--- src/pgt_defs.svh ---
// register offsets, reset values and field positions of the power-good masks
`ifndef PGT_DEFS_SVH
`define PGT_DEFS_SVH

`define PGT_DATA_W 8
`define PGT_OUT2_AUX_OFS 8'hA9
`define PGT_OUT3_MAIN_OFS 8'hAA
`define PGT_OUT3_AUX_OFS 8'hAB
`define PGT_MASK_RST 8'h00
`define PGT_RDATA_IDLE 8'h00
`define PGT_ALL_ONES 8'hFF

`define PGT_CTRL_MSB 7
`define PGT_CTRL_LSB 4
`define PGT_RAIL_MSB 3
`define PGT_RAIL_LSB 0
`define PGT_SHARED_BIT 2

`endif

--- src/pgt_pkg.sv ---
// types shared by the power-good mask bank
package pgt_pkg;

  typedef struct packed {
    logic [7:0] out2_good_aux_mask;
    logic [7:0] out3_good_main_mask;
    logic [7:0] out3_good_aux_mask;
    logic [7:0] rdata;
    logic shared_is_reg_a1;
    logic strap_taken;
    logic good_two;
    logic good_three;
  } pgt_state_t;

endpackage : pgt_pkg

--- src/pgt_masks.sv ---
// power-good tree mask registers and the two gated power-good outputs
//
// Contract
// RULE1 - Bits 7..4 of the output-two aux mask drop control inputs five, four, two, one when set.
// RULE2 - Bits 3..0 of the output-two aux mask drop termination, shared rail, switch one, reg three.
// RULE3 - Bit 2 of each aux mask covers one shared source chosen by the factory strap.
// RULE4 - The output-three main mask covers reg A2, switch A1 and step-downs six to one.
// RULE5 - Bits 7..4 of the output-three aux mask make control input levels ignored when set.
// RULE6 - Bits 3..0 of the output-three aux mask make rail good flags ignored when set.
// RULE7 - All bits of the three mask registers are read and written by software.
// RULE8 - An output is good only when every unmasked source is good; masked ones do not matter.
//
// Local design decision: strobed register access.
`timescale 1ns/1ps
`default_nettype none
`include "pgt_defs.svh"

module pgt_masks #(
  parameter int ADDR_W = 8
) (
  input wire logic clk_in,
  input wire logic rst_n_in,
  input wire logic [ADDR_W-1:0] addr_in,
  input wire logic [7:0] wdata_in,
  input wire logic wr_in,
  input wire logic rd_in,
  output logic [7:0] rdata_out,
  input wire logic [3:0] ctrl_level_in,
  input wire logic [5:0] stepdown_good_in,
  input wire logic load_switch_a_good_in,
  input wire logic regulator2_good_in,
  input wire logic termination_good_in,
  input wire logic load_switch1_good_in,
  input wire logic regulator3_good_in,
  input wire logic load_switch2_good_in,
  input wire logic regulator_a1_good_in,
  input wire logic shared_sel_strap_in,
  output logic good_output_two_out,
  output logic good_output_three_out
);
  import pgt_pkg::*;

  // elaboration refuses an address bus too narrow to reach the mask offsets
  if (ADDR_W < 8) begin : g_addr_w_check
    $error("pgt_masks: ADDR_W must be at least 8");
  end

  logic rst_meta_n;
  logic rst_n;
  pgt_state_t s;
  pgt_state_t next_s;
  logic shared_good;
  logic [7:0] aux_src;
  logic [7:0] main_src;

  // reset enters asynchronously, leaves synchronously
  always_ff @(posedge clk_in or negedge rst_n_in) begin
    if (!rst_n_in) begin
      rst_meta_n <= 1'b0;
      rst_n <= 1'b0;
    end else begin
      rst_meta_n <= 1'b1;
      rst_n <= rst_meta_n;
    end
  end

  // a set mask bit forces its source to read as good
  function automatic logic tree_good(input logic [7:0] mask, input logic [7:0] src);
    tree_good = &(src | mask);
  endfunction : tree_good

  function automatic logic hit(input logic [ADDR_W-1:0] a, input logic [7:0] ofs);
    hit = (a == ADDR_W'(ofs));
  endfunction : hit

  // true for the three mask offsets only
  function automatic logic mapped(input logic [ADDR_W-1:0] a);
    mapped = hit(a, `PGT_OUT2_AUX_OFS) || hit(a, `PGT_OUT3_MAIN_OFS)
             || hit(a, `PGT_OUT3_AUX_OFS);
  endfunction : mapped

  // exactly one source of an eight-bit group reports bad
  function automatic logic lone_bad(input logic [7:0] grp, input int idx);
    lone_bad = (grp == ~(8'h01 << idx));
  endfunction : lone_bad

  always_comb begin
    shared_good = s.shared_is_reg_a1 ? regulator_a1_good_in : load_switch2_good_in; // [RULE3]
    aux_src = {ctrl_level_in[3], ctrl_level_in[2], ctrl_level_in[1], ctrl_level_in[0],
               termination_good_in, shared_good, load_switch1_good_in, regulator3_good_in};
    main_src = {regulator2_good_in, load_switch_a_good_in, stepdown_good_in};
  end

  always_comb begin
    next_s = s;
    // strap is sampled once, on the first edge after reset release
    if (!s.strap_taken) begin
      next_s.shared_is_reg_a1 = shared_sel_strap_in; // [RULE3]
      next_s.strap_taken = 1'b1;
    end
    if (wr_in) begin
      if (hit(addr_in, `PGT_OUT2_AUX_OFS)) begin
        next_s.out2_good_aux_mask = wdata_in; // [RULE7]
      end
      if (hit(addr_in, `PGT_OUT3_MAIN_OFS)) begin
        next_s.out3_good_main_mask = wdata_in; // [RULE7]
      end
      if (hit(addr_in, `PGT_OUT3_AUX_OFS)) begin
        next_s.out3_good_aux_mask = wdata_in; // [RULE7]
      end
    end
    // read data stands only in the cycle after the strobe; unmapped reads give zero
    next_s.rdata = `PGT_RDATA_IDLE;
    if (rd_in) begin
      if (hit(addr_in, `PGT_OUT2_AUX_OFS)) begin
        next_s.rdata = s.out2_good_aux_mask; // [RULE7]
      end else if (hit(addr_in, `PGT_OUT3_MAIN_OFS)) begin
        next_s.rdata = s.out3_good_main_mask; // [RULE7]
      end else if (hit(addr_in, `PGT_OUT3_AUX_OFS)) begin
        next_s.rdata = s.out3_good_aux_mask; // [RULE7]
      end
    end
    // output two: control inputs and aux rails only [RULE1] [RULE2] [RULE8]
    next_s.good_two = tree_good(s.out2_good_aux_mask, aux_src);
    // output three: main rails and aux sources together [RULE4] [RULE5] [RULE6] [RULE8]
    next_s.good_three = tree_good(s.out3_good_main_mask, main_src)
                        && tree_good(s.out3_good_aux_mask, aux_src);
  end

  // outputs stay low through reset so nothing reads as good before the masks settle
  always_ff @(posedge clk_in or negedge rst_n) begin
    if (!rst_n) begin
      s.out2_good_aux_mask <= `PGT_MASK_RST;
      s.out3_good_main_mask <= `PGT_MASK_RST;
      s.out3_good_aux_mask <= `PGT_MASK_RST;
      s.rdata <= `PGT_RDATA_IDLE;
      s.shared_is_reg_a1 <= 1'b0;
      s.strap_taken <= 1'b0;
      s.good_two <= 1'b0;
      s.good_three <= 1'b0;
    end else begin
      s <= next_s;
    end
  end

  assign rdata_out = s.rdata;
  assign good_output_two_out = s.good_two;
  assign good_output_three_out = s.good_three;

  // one lone bad source per bit: its own mask bit alone decides the output
  for (genvar g = 0; g < 8; g++) begin : g_bit_checks

  end
endmodule : pgt_masks
`default_nettype wire

--- config.mk ---
export PLATFORM = sky130hd
export DESIGN_NAME = pgt_masks
export DESIGN_NICKNAME = d
export VERILOG_FILES = /design/src/pgt_pkg.sv /design/src/pgt_masks.sv
export VERILOG_INCLUDE_DIRS = /design/src
export SDC_FILE = /design/constraint.sdc
export NUM_CORES = 1
export LEC_CHECK = 0
export ABC_AREA = 0
export CAP_MARGIN = 20
export CELL_PAD_IN_SITES_DETAIL_PLACEMENT = 0
export CELL_PAD_IN_SITES_GLOBAL_PLACEMENT = 1
export CORE_ASPECT_RATIO = 1.2
export CORE_MARGIN = 2
export CORE_UTILIZATION = 44
export DETAILED_ROUTE_END_ITERATION = 12
export DONT_BUFFER_PORTS = 1
export GPL_ROUTABILITY_DRIVEN = 0
export PLACE_DENSITY_LB_ADDON = 0.1
export SYNTH_ARGS = -nofsm -noshare
export SYNTH_HDL_FRONTEND = slang
export SYNTH_SLANG_ARGS = --single-unit
export TNS_END_PERCENT = 10
--- constraint.sdc ---
create_clock -name clk_in -period 1.11 [get_ports clk_in]
set_clock_uncertainty 0.1 [all_clocks]
set_input_delay 0.111 -clock clk_in [delete_from_list [all_inputs] [get_ports clk_in]]
set_output_delay 0.111 -clock clk_in [all_outputs]
set_load 0.02 [all_outputs]
; ---- Word-level counts from Yosys, hierarchy flattened
; Index checks and enable logic that the tools add are counted.
[word_totals]
register_bits = 38
output_inout_bits = 10
word_cells = 28
[op_classes]
eq_ne = 3
n_mux = 5
bitwise_logic = 3
n_reduce_logical = 7
[op_table]
columns = cell, count
row1 = 8-bit two-way mux, 4
row2 = 8-bit equality test (second input constant), 3
row3 = 8-bit bitwise OR, 3
row4 = 8-bit AND reduction, 3
row5 = 2-bit AND reduction, 3
row6 = 1-bit logical AND, 1
row7 = 1-bit two-way mux, 1

; ---- Longest topological paths before layout
; Gate-level depths: netlist of the first run.
[logic_depth]
ltp_word = 5
ltp_mapped = 5
mapped_depth_nobuf = 3

; ---- Worst setup path before layout of the first run
; No wires, ideal clock.
[synth_timing]
path_type = input to register
start = in addr_in[1]
end = reg s[28] (netlist name)
setup_time_ps = 125
t_arrival_ps = 1216
setup_slack_ps = -331
cell_stages = 5
n_path_buf = 2
cell_sequence = nand4bb_1 > buf_2 > or3_1 > buf_6 > mux2_4
[synth_via]
elab_chain_cells = 2
[synth_lines]
columns = item, line_no
row1 = start: declaration, pgt_masks.sv:23  ; input wire logic [ADDR_W-1:0] addr_in,
row2 = 8-bit equality test, pgt_masks.sv:73  ; hit = (a == ADDR_W'(ofs));
row3 = 2-bit AND reduction (no line), n/a
row4 = end signal: assignment, pgt_masks.sv:142  ; s <= next_s;
row5 = end: declaration, pgt_masks.sv:50  ; pgt_state_t s;
; No other way between the ends.
; A chain may end at the register's enable or synchronous reset.

==> flow_metrics.py, run 1 <==
metrics = {
    "routing": {
        "wl_met3_um": 220,
        "dr.pass1.iters": 4,
        "drcViolationCount": 0,
        "num_vias": 1185,
        "viasPerCell": 5.29,
        "routed_wl_um": 4150,
        "wl_met1_um": 1760,
        "drtAntennaViolNets": 0,
        "dr_wl_met2_um": 2110,
        "top_layer": "met4",
        "wl_per_cell_um": 18.5,
        "drt_iter0_drc": 46,
    },
    "power_and_ir_drop": {
        "pwr-share-seq_pct": 45.5,
        "peakVddDrop_mv": 0.863,
        "power.density_nw_per_um2": 1410,
        "internal_power_w": 0.00257,
        "leakage_nw": 1.13,
        "sw_frac_of_total_pct": 20.5,
        "power_frac_clock_pct": 44.9,
        "p_sw_w": 0.000662,
        "p_total_w": 0.00323,
        "combPwrFrac_pct": 9.6,
    },
    "critical_path": {
        "path_class": "reg -> reg",
        "cp-start-kind": "flop",
        "cp_max_fo": 2,
        "reg2reg_from": "s[12]$_DFFE_PN0P_",
        "cp_slowest_stage_delay_ps": 360,
        "reg2reg_to": "good_output_three_out$_DFF_PN0_",
        "worstPathArrival_ps": 1300,
        "r2r_setup_slack_ps": -60,
        "cp.required_ps": 1230,
        "critPathCaptureType": "flop",
        "crit_chain": "o22ai_1 > nor4_2 > o211a_1",
        "r2r_cells": 3,
        "slowest_stage": "dfrtp_1",
    },
    "min_path": {
        "hold_path_class": "in -> reg",
        "min_path_cells": 3,
        "min_to": "rdata_out[1]$_DFF_PN0_",
        "hold_start": "addr_in[1]",
    },
    "sta": {
        "rsz0062_at_grt": "true",
        "max_freq_mhz": 852,
        "setup_slack_ps": -63.3,
        "hold_ws_ps": -8.61,
        "setup_violations": 2,
        "worstMarginPinSlew_ps": 515,
        "slew_headroom_pct": 65.6,
        "drv_slew": 0,
        "timing.final.crit_share_pct": 106,
        "finalHoldViolCount": 1,
        "post-route-min-period_ps": 1170,
    },
    "synth": {
        "netlist.top_cell.by_area": "dfrtp_1",
        "yosys.cell_types.count": 29,
        "ys_async_sr_fraction_pct": 100,
        "ys.flop_type": "dfrtp_1",
        "syn_area_um2": 1780,
        "syn_inst": 139,
        "synth_seq_cells": 38,
        "synth_area_leaders": "dfrtp_1 54%, mux2_2 11%, mux2_4 6.8%, a22oi_1 3.4%, buf_4 3.4%",
        "avgSynthCellArea_um2": 12.8,
        "yosys.area.top_type_share_pct": 53.6,
        "ys_warn_count": 0,
        "ys_seq_area_share_pct": 53.6,
        "synth_edf_count": 0,
    },
    "run": {
        "maxCapViolations": 0,
    },
    "global_route": {
        "grt_pass1_wl_um": 6240,
        "grt_max_degree": 37,
        "grt_usage_pct": 19.9,
        "first_global_vias": 1225,
        "grt-ovfl-total": 0,
        "antenna_found_initial": 0,
    },
    "cells_and_area": {
        "mostFrequentLayoutCells": "38 x dfrtp_1, 20 x buf_4, 14 x mux2_2, 13 x dlygate4sd3_1, 12 x mux2_4",
        "drive_above_1_share_pct": 41.8,
        "fin_nets": 207,
        "utilization_pct": 58.7,
        "n_antenna_cell": 0,
        "nFillCells": 334,
        "syn_to_final_growth_pct": 29.2,
        "mostFrequentLayoutCell": "dfrtp_1",
        "fin_area_um2": 2290,
    },
    "cts": {
        "root_buffer": "clkbuf_8",
        "postCtsSetupBuffers": 0,
        "numCtsBuffers": 5,
        "clk_pin_slew_ps": 70,
        "tritoncts": "done",
        "cts.path.max_buffers": 2,
        "clk_latency_ps": 290,
        "cts_num_sinks": 38,
        "htreeDepth": 2,
    },
    "floorplan": {
        "start_util_pct": 45.4,
        "die-area_um2": 4560,
        "die_w_um": 62.0,
        "coreArea_um2": 3910,
        "ios": 48,
        "num_rows": 25,
        "die_y_um": 73.6,
    },
    "placed_design": {
        "hpwl_um": 2900,
        "dpl_worst_slack_ps": -318,
        "port_buffers": 0,
        "placed_area_um2": 1930,
    },
    "status": {
        "outcome": "finished with violations",
        "failed_checks": "hold timing, setup timing",
    },
}
power by group through the flow:
stage	combinational (W)	sequential (W)	clock [W]
detailed placement	0.000227	0.00150	0
global placement	0.000224	0.00150	0
CTS	0.000289	0.00147	0.00147
floorplan	0.000140	0.00151	0
finish	0.000310	0.00147	0.00145
global route	0.000337	0.00148	0.00155
cell usage after synthesis (2+ instances only):
cell type	instances
clkbuf_1	2
o22ai_1	9
or2b_1	4
nor4_1	3
buf_4	8
buf_2	2
nand3b_1	2
nand2b_1	4
nor3_1	8
mux2_4	8
nor2_1	10
mux2_2	18
a22oi_1	8
dfrtp_1	38
metal layers:
metal,track usage (%),vias up
met2,31.4,38
met4,6.38,0
li1,-,555
met5,0,-
met1,26.7,587
met3,4.75,5
cell type report:
type                    instances  area (um2)  area share (%)
flip-flops and latches         38         951            41.5
multi-input cells              87         805            35.1
repair buffers                 36         324            14.1
clock buffers                   6        82.6            3.60
well taps                      54        67.6            2.95
clock inverters                 2        60.1            2.62
inverters                       1        3.75           0.164
what timing repair did:
item,CTS,global route
gates resized for setup,5,13
pin swaps,2,5
hold buffers,13,1
setup endpoints to repair,10,20
endpoints found under the hold margin,35,1
kinds of logic (layout without fill, tap and decap cells):
logic type | Yosys count | in the layout | share of synthesized area, %
simple gates | 39 | 39 | 14.7
other cells | 1 | 2 | 0.211
compound gates | 20 | 20 | 7.89
buf+inv | 15 | 45 | 5.43
flops | 38 | 38 | 53.6
mux | 26 | 26 | 18.2
critical path, delay by kind of cell, from the launching register on:
family | cells | cell delay [ps]
AND/OR/NAND/NOR | 1 | 280
AO/OA/AOI/OAI | 2 | 360
flip-flops | 1 | 360
state kept, by name (all words and copies together) (netlist names):
signal                 flops
good_output_three_out      1
rst_n                      1
rst_meta_n                 1
s                         26
good_output_two_out        1
rdata_out                  8
metrics by stage:
step / TNS [ps] / cells
6_report: -108 / 224
4_1_cts: -168 / 223
3_5_place_dp: -7300 / 202
5_1_grt: -351 / 224
2_1_floorplan: -12450 / 140
3_3_place_gp: -7230 / 202
worst max-delay path by stage:
stage / startpoint / end / slack [ps] / depth (start not counted)
finish: s[12]$_DFFE_PN0P_ / good_output_three_out$_DFF_PN0_ / -60 / 3
detailed placement: addr_in[6] / s[31]$_DFFE_PN0P_ / -320 / 4
floorplan: addr_in[1] / s[28]$_DFFE_PN0P_ / -330 / 5
CTS: s[23]$_DFFE_PN0P_ / good_output_three_out$_DFF_PN0_ / -40 / 3
global route: s[23]$_DFFE_PN0P_ / good_output_three_out$_DFF_PN0_ / -90 / 3
global placement: addr_in[6] / s[31]$_DFFE_PN0P_ / -290 / 4
Note: power is estimated with default switching activity, not from simulation.
==> run 2, diff against run 1 <==
==> constraint.sdc (replaced) <==
create_clock -name clk_in -period 1.11 [get_ports clk_in]
set_clock_uncertainty 0.1 [all_clocks]
set_input_delay 0.222 -clock clk_in [delete_from_list [all_inputs] [get_ports clk_in]]
set_output_delay 0.222 -clock clk_in [all_outputs]
set_load 0.02 [all_outputs]
==> run 2 against run 1 <==
  * Critical path type is now in -> reg
  * The run ends with setup timing left
  * Critical endpoint is now s[31]$_DFFE_PN0P_
  * Register-to-register slack about the same
  * Global-route usage fell by 0.21 points
  * First-iteration DRC count rose by 24%
==> flow_metrics.py, run 2 (synthesized netlist as in run 1, its figures left out) <==
metrics = {
    "floorplan": {
        "coreArea_um2": 3910,
        "start_util_pct": 45.4,
        "die-area_um2": 4560,
        "die_w_um": 62.0,
        "die_y_um": 73.6,
        "num_rows": 25,
        "ios": 48,
    },
    "cells_and_area": {
        "drive_above_1_share_pct": 39.2,
        "seq_area_um2": 951,
        "multiInputGateArea_um2": 792,
        "mostFrequentLayoutCells": "38 x dfrtp_1, 19 x buf_4, 17 x mux2_4, 10 x nor2_1, 10 x dlygate4sd3_1",
        "mostFrequentLayoutCell": "dfrtp_1",
        "fin_nets": 203,
        "largest_reg_flops": 26,
        "nFillCells": 344,
        "syn_to_final_growth_pct": 26.3,
        "n_antenna_cell": 0,
        "stdcell_count": 220,
        "largest-register": "s",
    },
    "critical_path": {
        "path_class": "in -> reg",
        "cp_max_fo": 8,
        "slowest_stage": "or3_1",
        "critPathCaptureType": "flop",
        "cp_slowest_stage_delay_ps": 350,
        "crit_chain": "nand4bb_4 > or3_1 > buf_6 > mux2_4",
        "cp.required_ps": 1190,
        "cp-start-kind": "primary input",
        "worstPathArrival_ps": 1280,
    },
    "routing": {
        "drcViolationCount": 0,
        "drt_iter0_drc": 57,
        "routed_wl_um": 4080,
        "drtAntennaViolNets": 0,
        "viasPerCell": 5.43,
        "wl_per_cell_um": 18.5,
        "num_vias": 1195,
        "dr.pass1.iters": 4,
    },
    "sta": {
        "hold_ws_ps": 39.9,
        "timing.final.crit_share_pct": 109,
        "drv_slew": 0,
        "finalHoldViolCount": 0,
        "post-route-min-period_ps": 1210,
        "max_freq_mhz": 829,
        "setup_violations": 27,
        "setup_slack_ps": -95.6,
        "fin_setup_tns_ps": -1630,
        "rsz0062_at_grt": "true",
    },
    "power_and_ir_drop": {
        "power.density_nw_per_um2": 1430,
        "leakage_nw": 1.10,
        "peakVddDrop_mv": 0.831,
    },
    "global_route": {
        "first_global_vias": 1222,
        "antenna_found_initial": 0,
        "grt_pass1_wl_um": 6200,
        "grt-ovfl-total": 0,
        "grt_max_degree": 37,
        "grt_usage_pct": 19.7,
    },
    "run": {
        "maxCapViolations": 0,
    },
    "cts": {
        "clk_latency_ps": 290,
        "clk_pin_slew_ps": 70,
        "numCtsBuffers": 5,
        "cts_num_sinks": 38,
        "root_buffer": "clkbuf_8",
        "cts.path.max_buffers": 2,
        "tritoncts": "done",
        "htreeDepth": 2,
    },
    "status": {
        "failed_checks": "setup timing",
        "outcome": "finished with violations",
    },
    "placed_design": {
        "hpwl_um": 2900,
        "numPlacedInstances": 202,
        "port_buffers": 0,
    },
    "min_path": {
        "hold_path_class": "in -> reg",
    },
}
==> run 2: layout make-up <==
class,instances,area share [%]
Multi-Input combinational cell,87,35.3
Inverter,1,0.167
Clock buffer,6,3.68
Sequential cell,38,42.4
Clock inverter,2,2.68
Timing Repair Buffer,32,12.7
Tap cell,54,3.01
==> run 2: worst paths after layout <==
check	from	cells after the start	endpoint	slack, ps
hold / removal	addr_in[0]	2	rdata_out[3]$_DFF_PN0_	40
min in group asynchronous	rst_n_in	1	rst_meta_n$_DFF_PN0_	50
setup reg to reg	s[23]$_DFFE_PN0P_	3	good_output_three_out$_DFF_PN0_	-70
setup / recovery	addr_in[6]	4	s[31]$_DFFE_PN0P_	-100
hold reg to reg	rst_n$_DFF_PN0_	1	s[19]$_DFFE_PN0P_	130
max in group asynchronous	rst_n$_DFF_PN0_	1	s[16]$_DFFE_PN0P_	590
==> run 2: where the power goes <==
group	switching [W]	internal, W
clock network	0.000493	0.000959
logic	0.000115	0.000171
registers	0.0000353	0.00144
==> run 2: worst max-delay path: cells and delay by family <==
family / cells / cell delay (ps)
buf+inv: 1 / 170
simple gates: 2 / 590
mux: 1 / 300
==> run 2: metrics by stage <==
step                power (W)  setup WS, ps  utilization (%)  area (um2)
global placement      0.00172          -402             49.4        1930
global route          0.00334          -138             57.3        2240
finish                0.00321         -95.6             57.3        2240
detailed placement    0.00172          -429             49.4        1930
floorplan             0.00165          -442                -        1780
CTS                   0.00321         -97.6             56.4        2200
==> run 2: timing repair <==
action,4_1_cts,5_1_grt
endpoints found under the setup margin,27,31
setup buffers,0,0
hold endpoints to repair,27,0
cloned,0,0
hold buffers,10,0
pin swaps,1,0
gates resized for setup,7,9
==> run 2: per-layer routing <==
layer	wire length, um	global-route usage, %	vias up
li1	-	-	549
met1	1680	26.2	589
met2	2050	30.8	50
met3	283	4.93	7
met4	59	6.86	0
met5	0	0	-
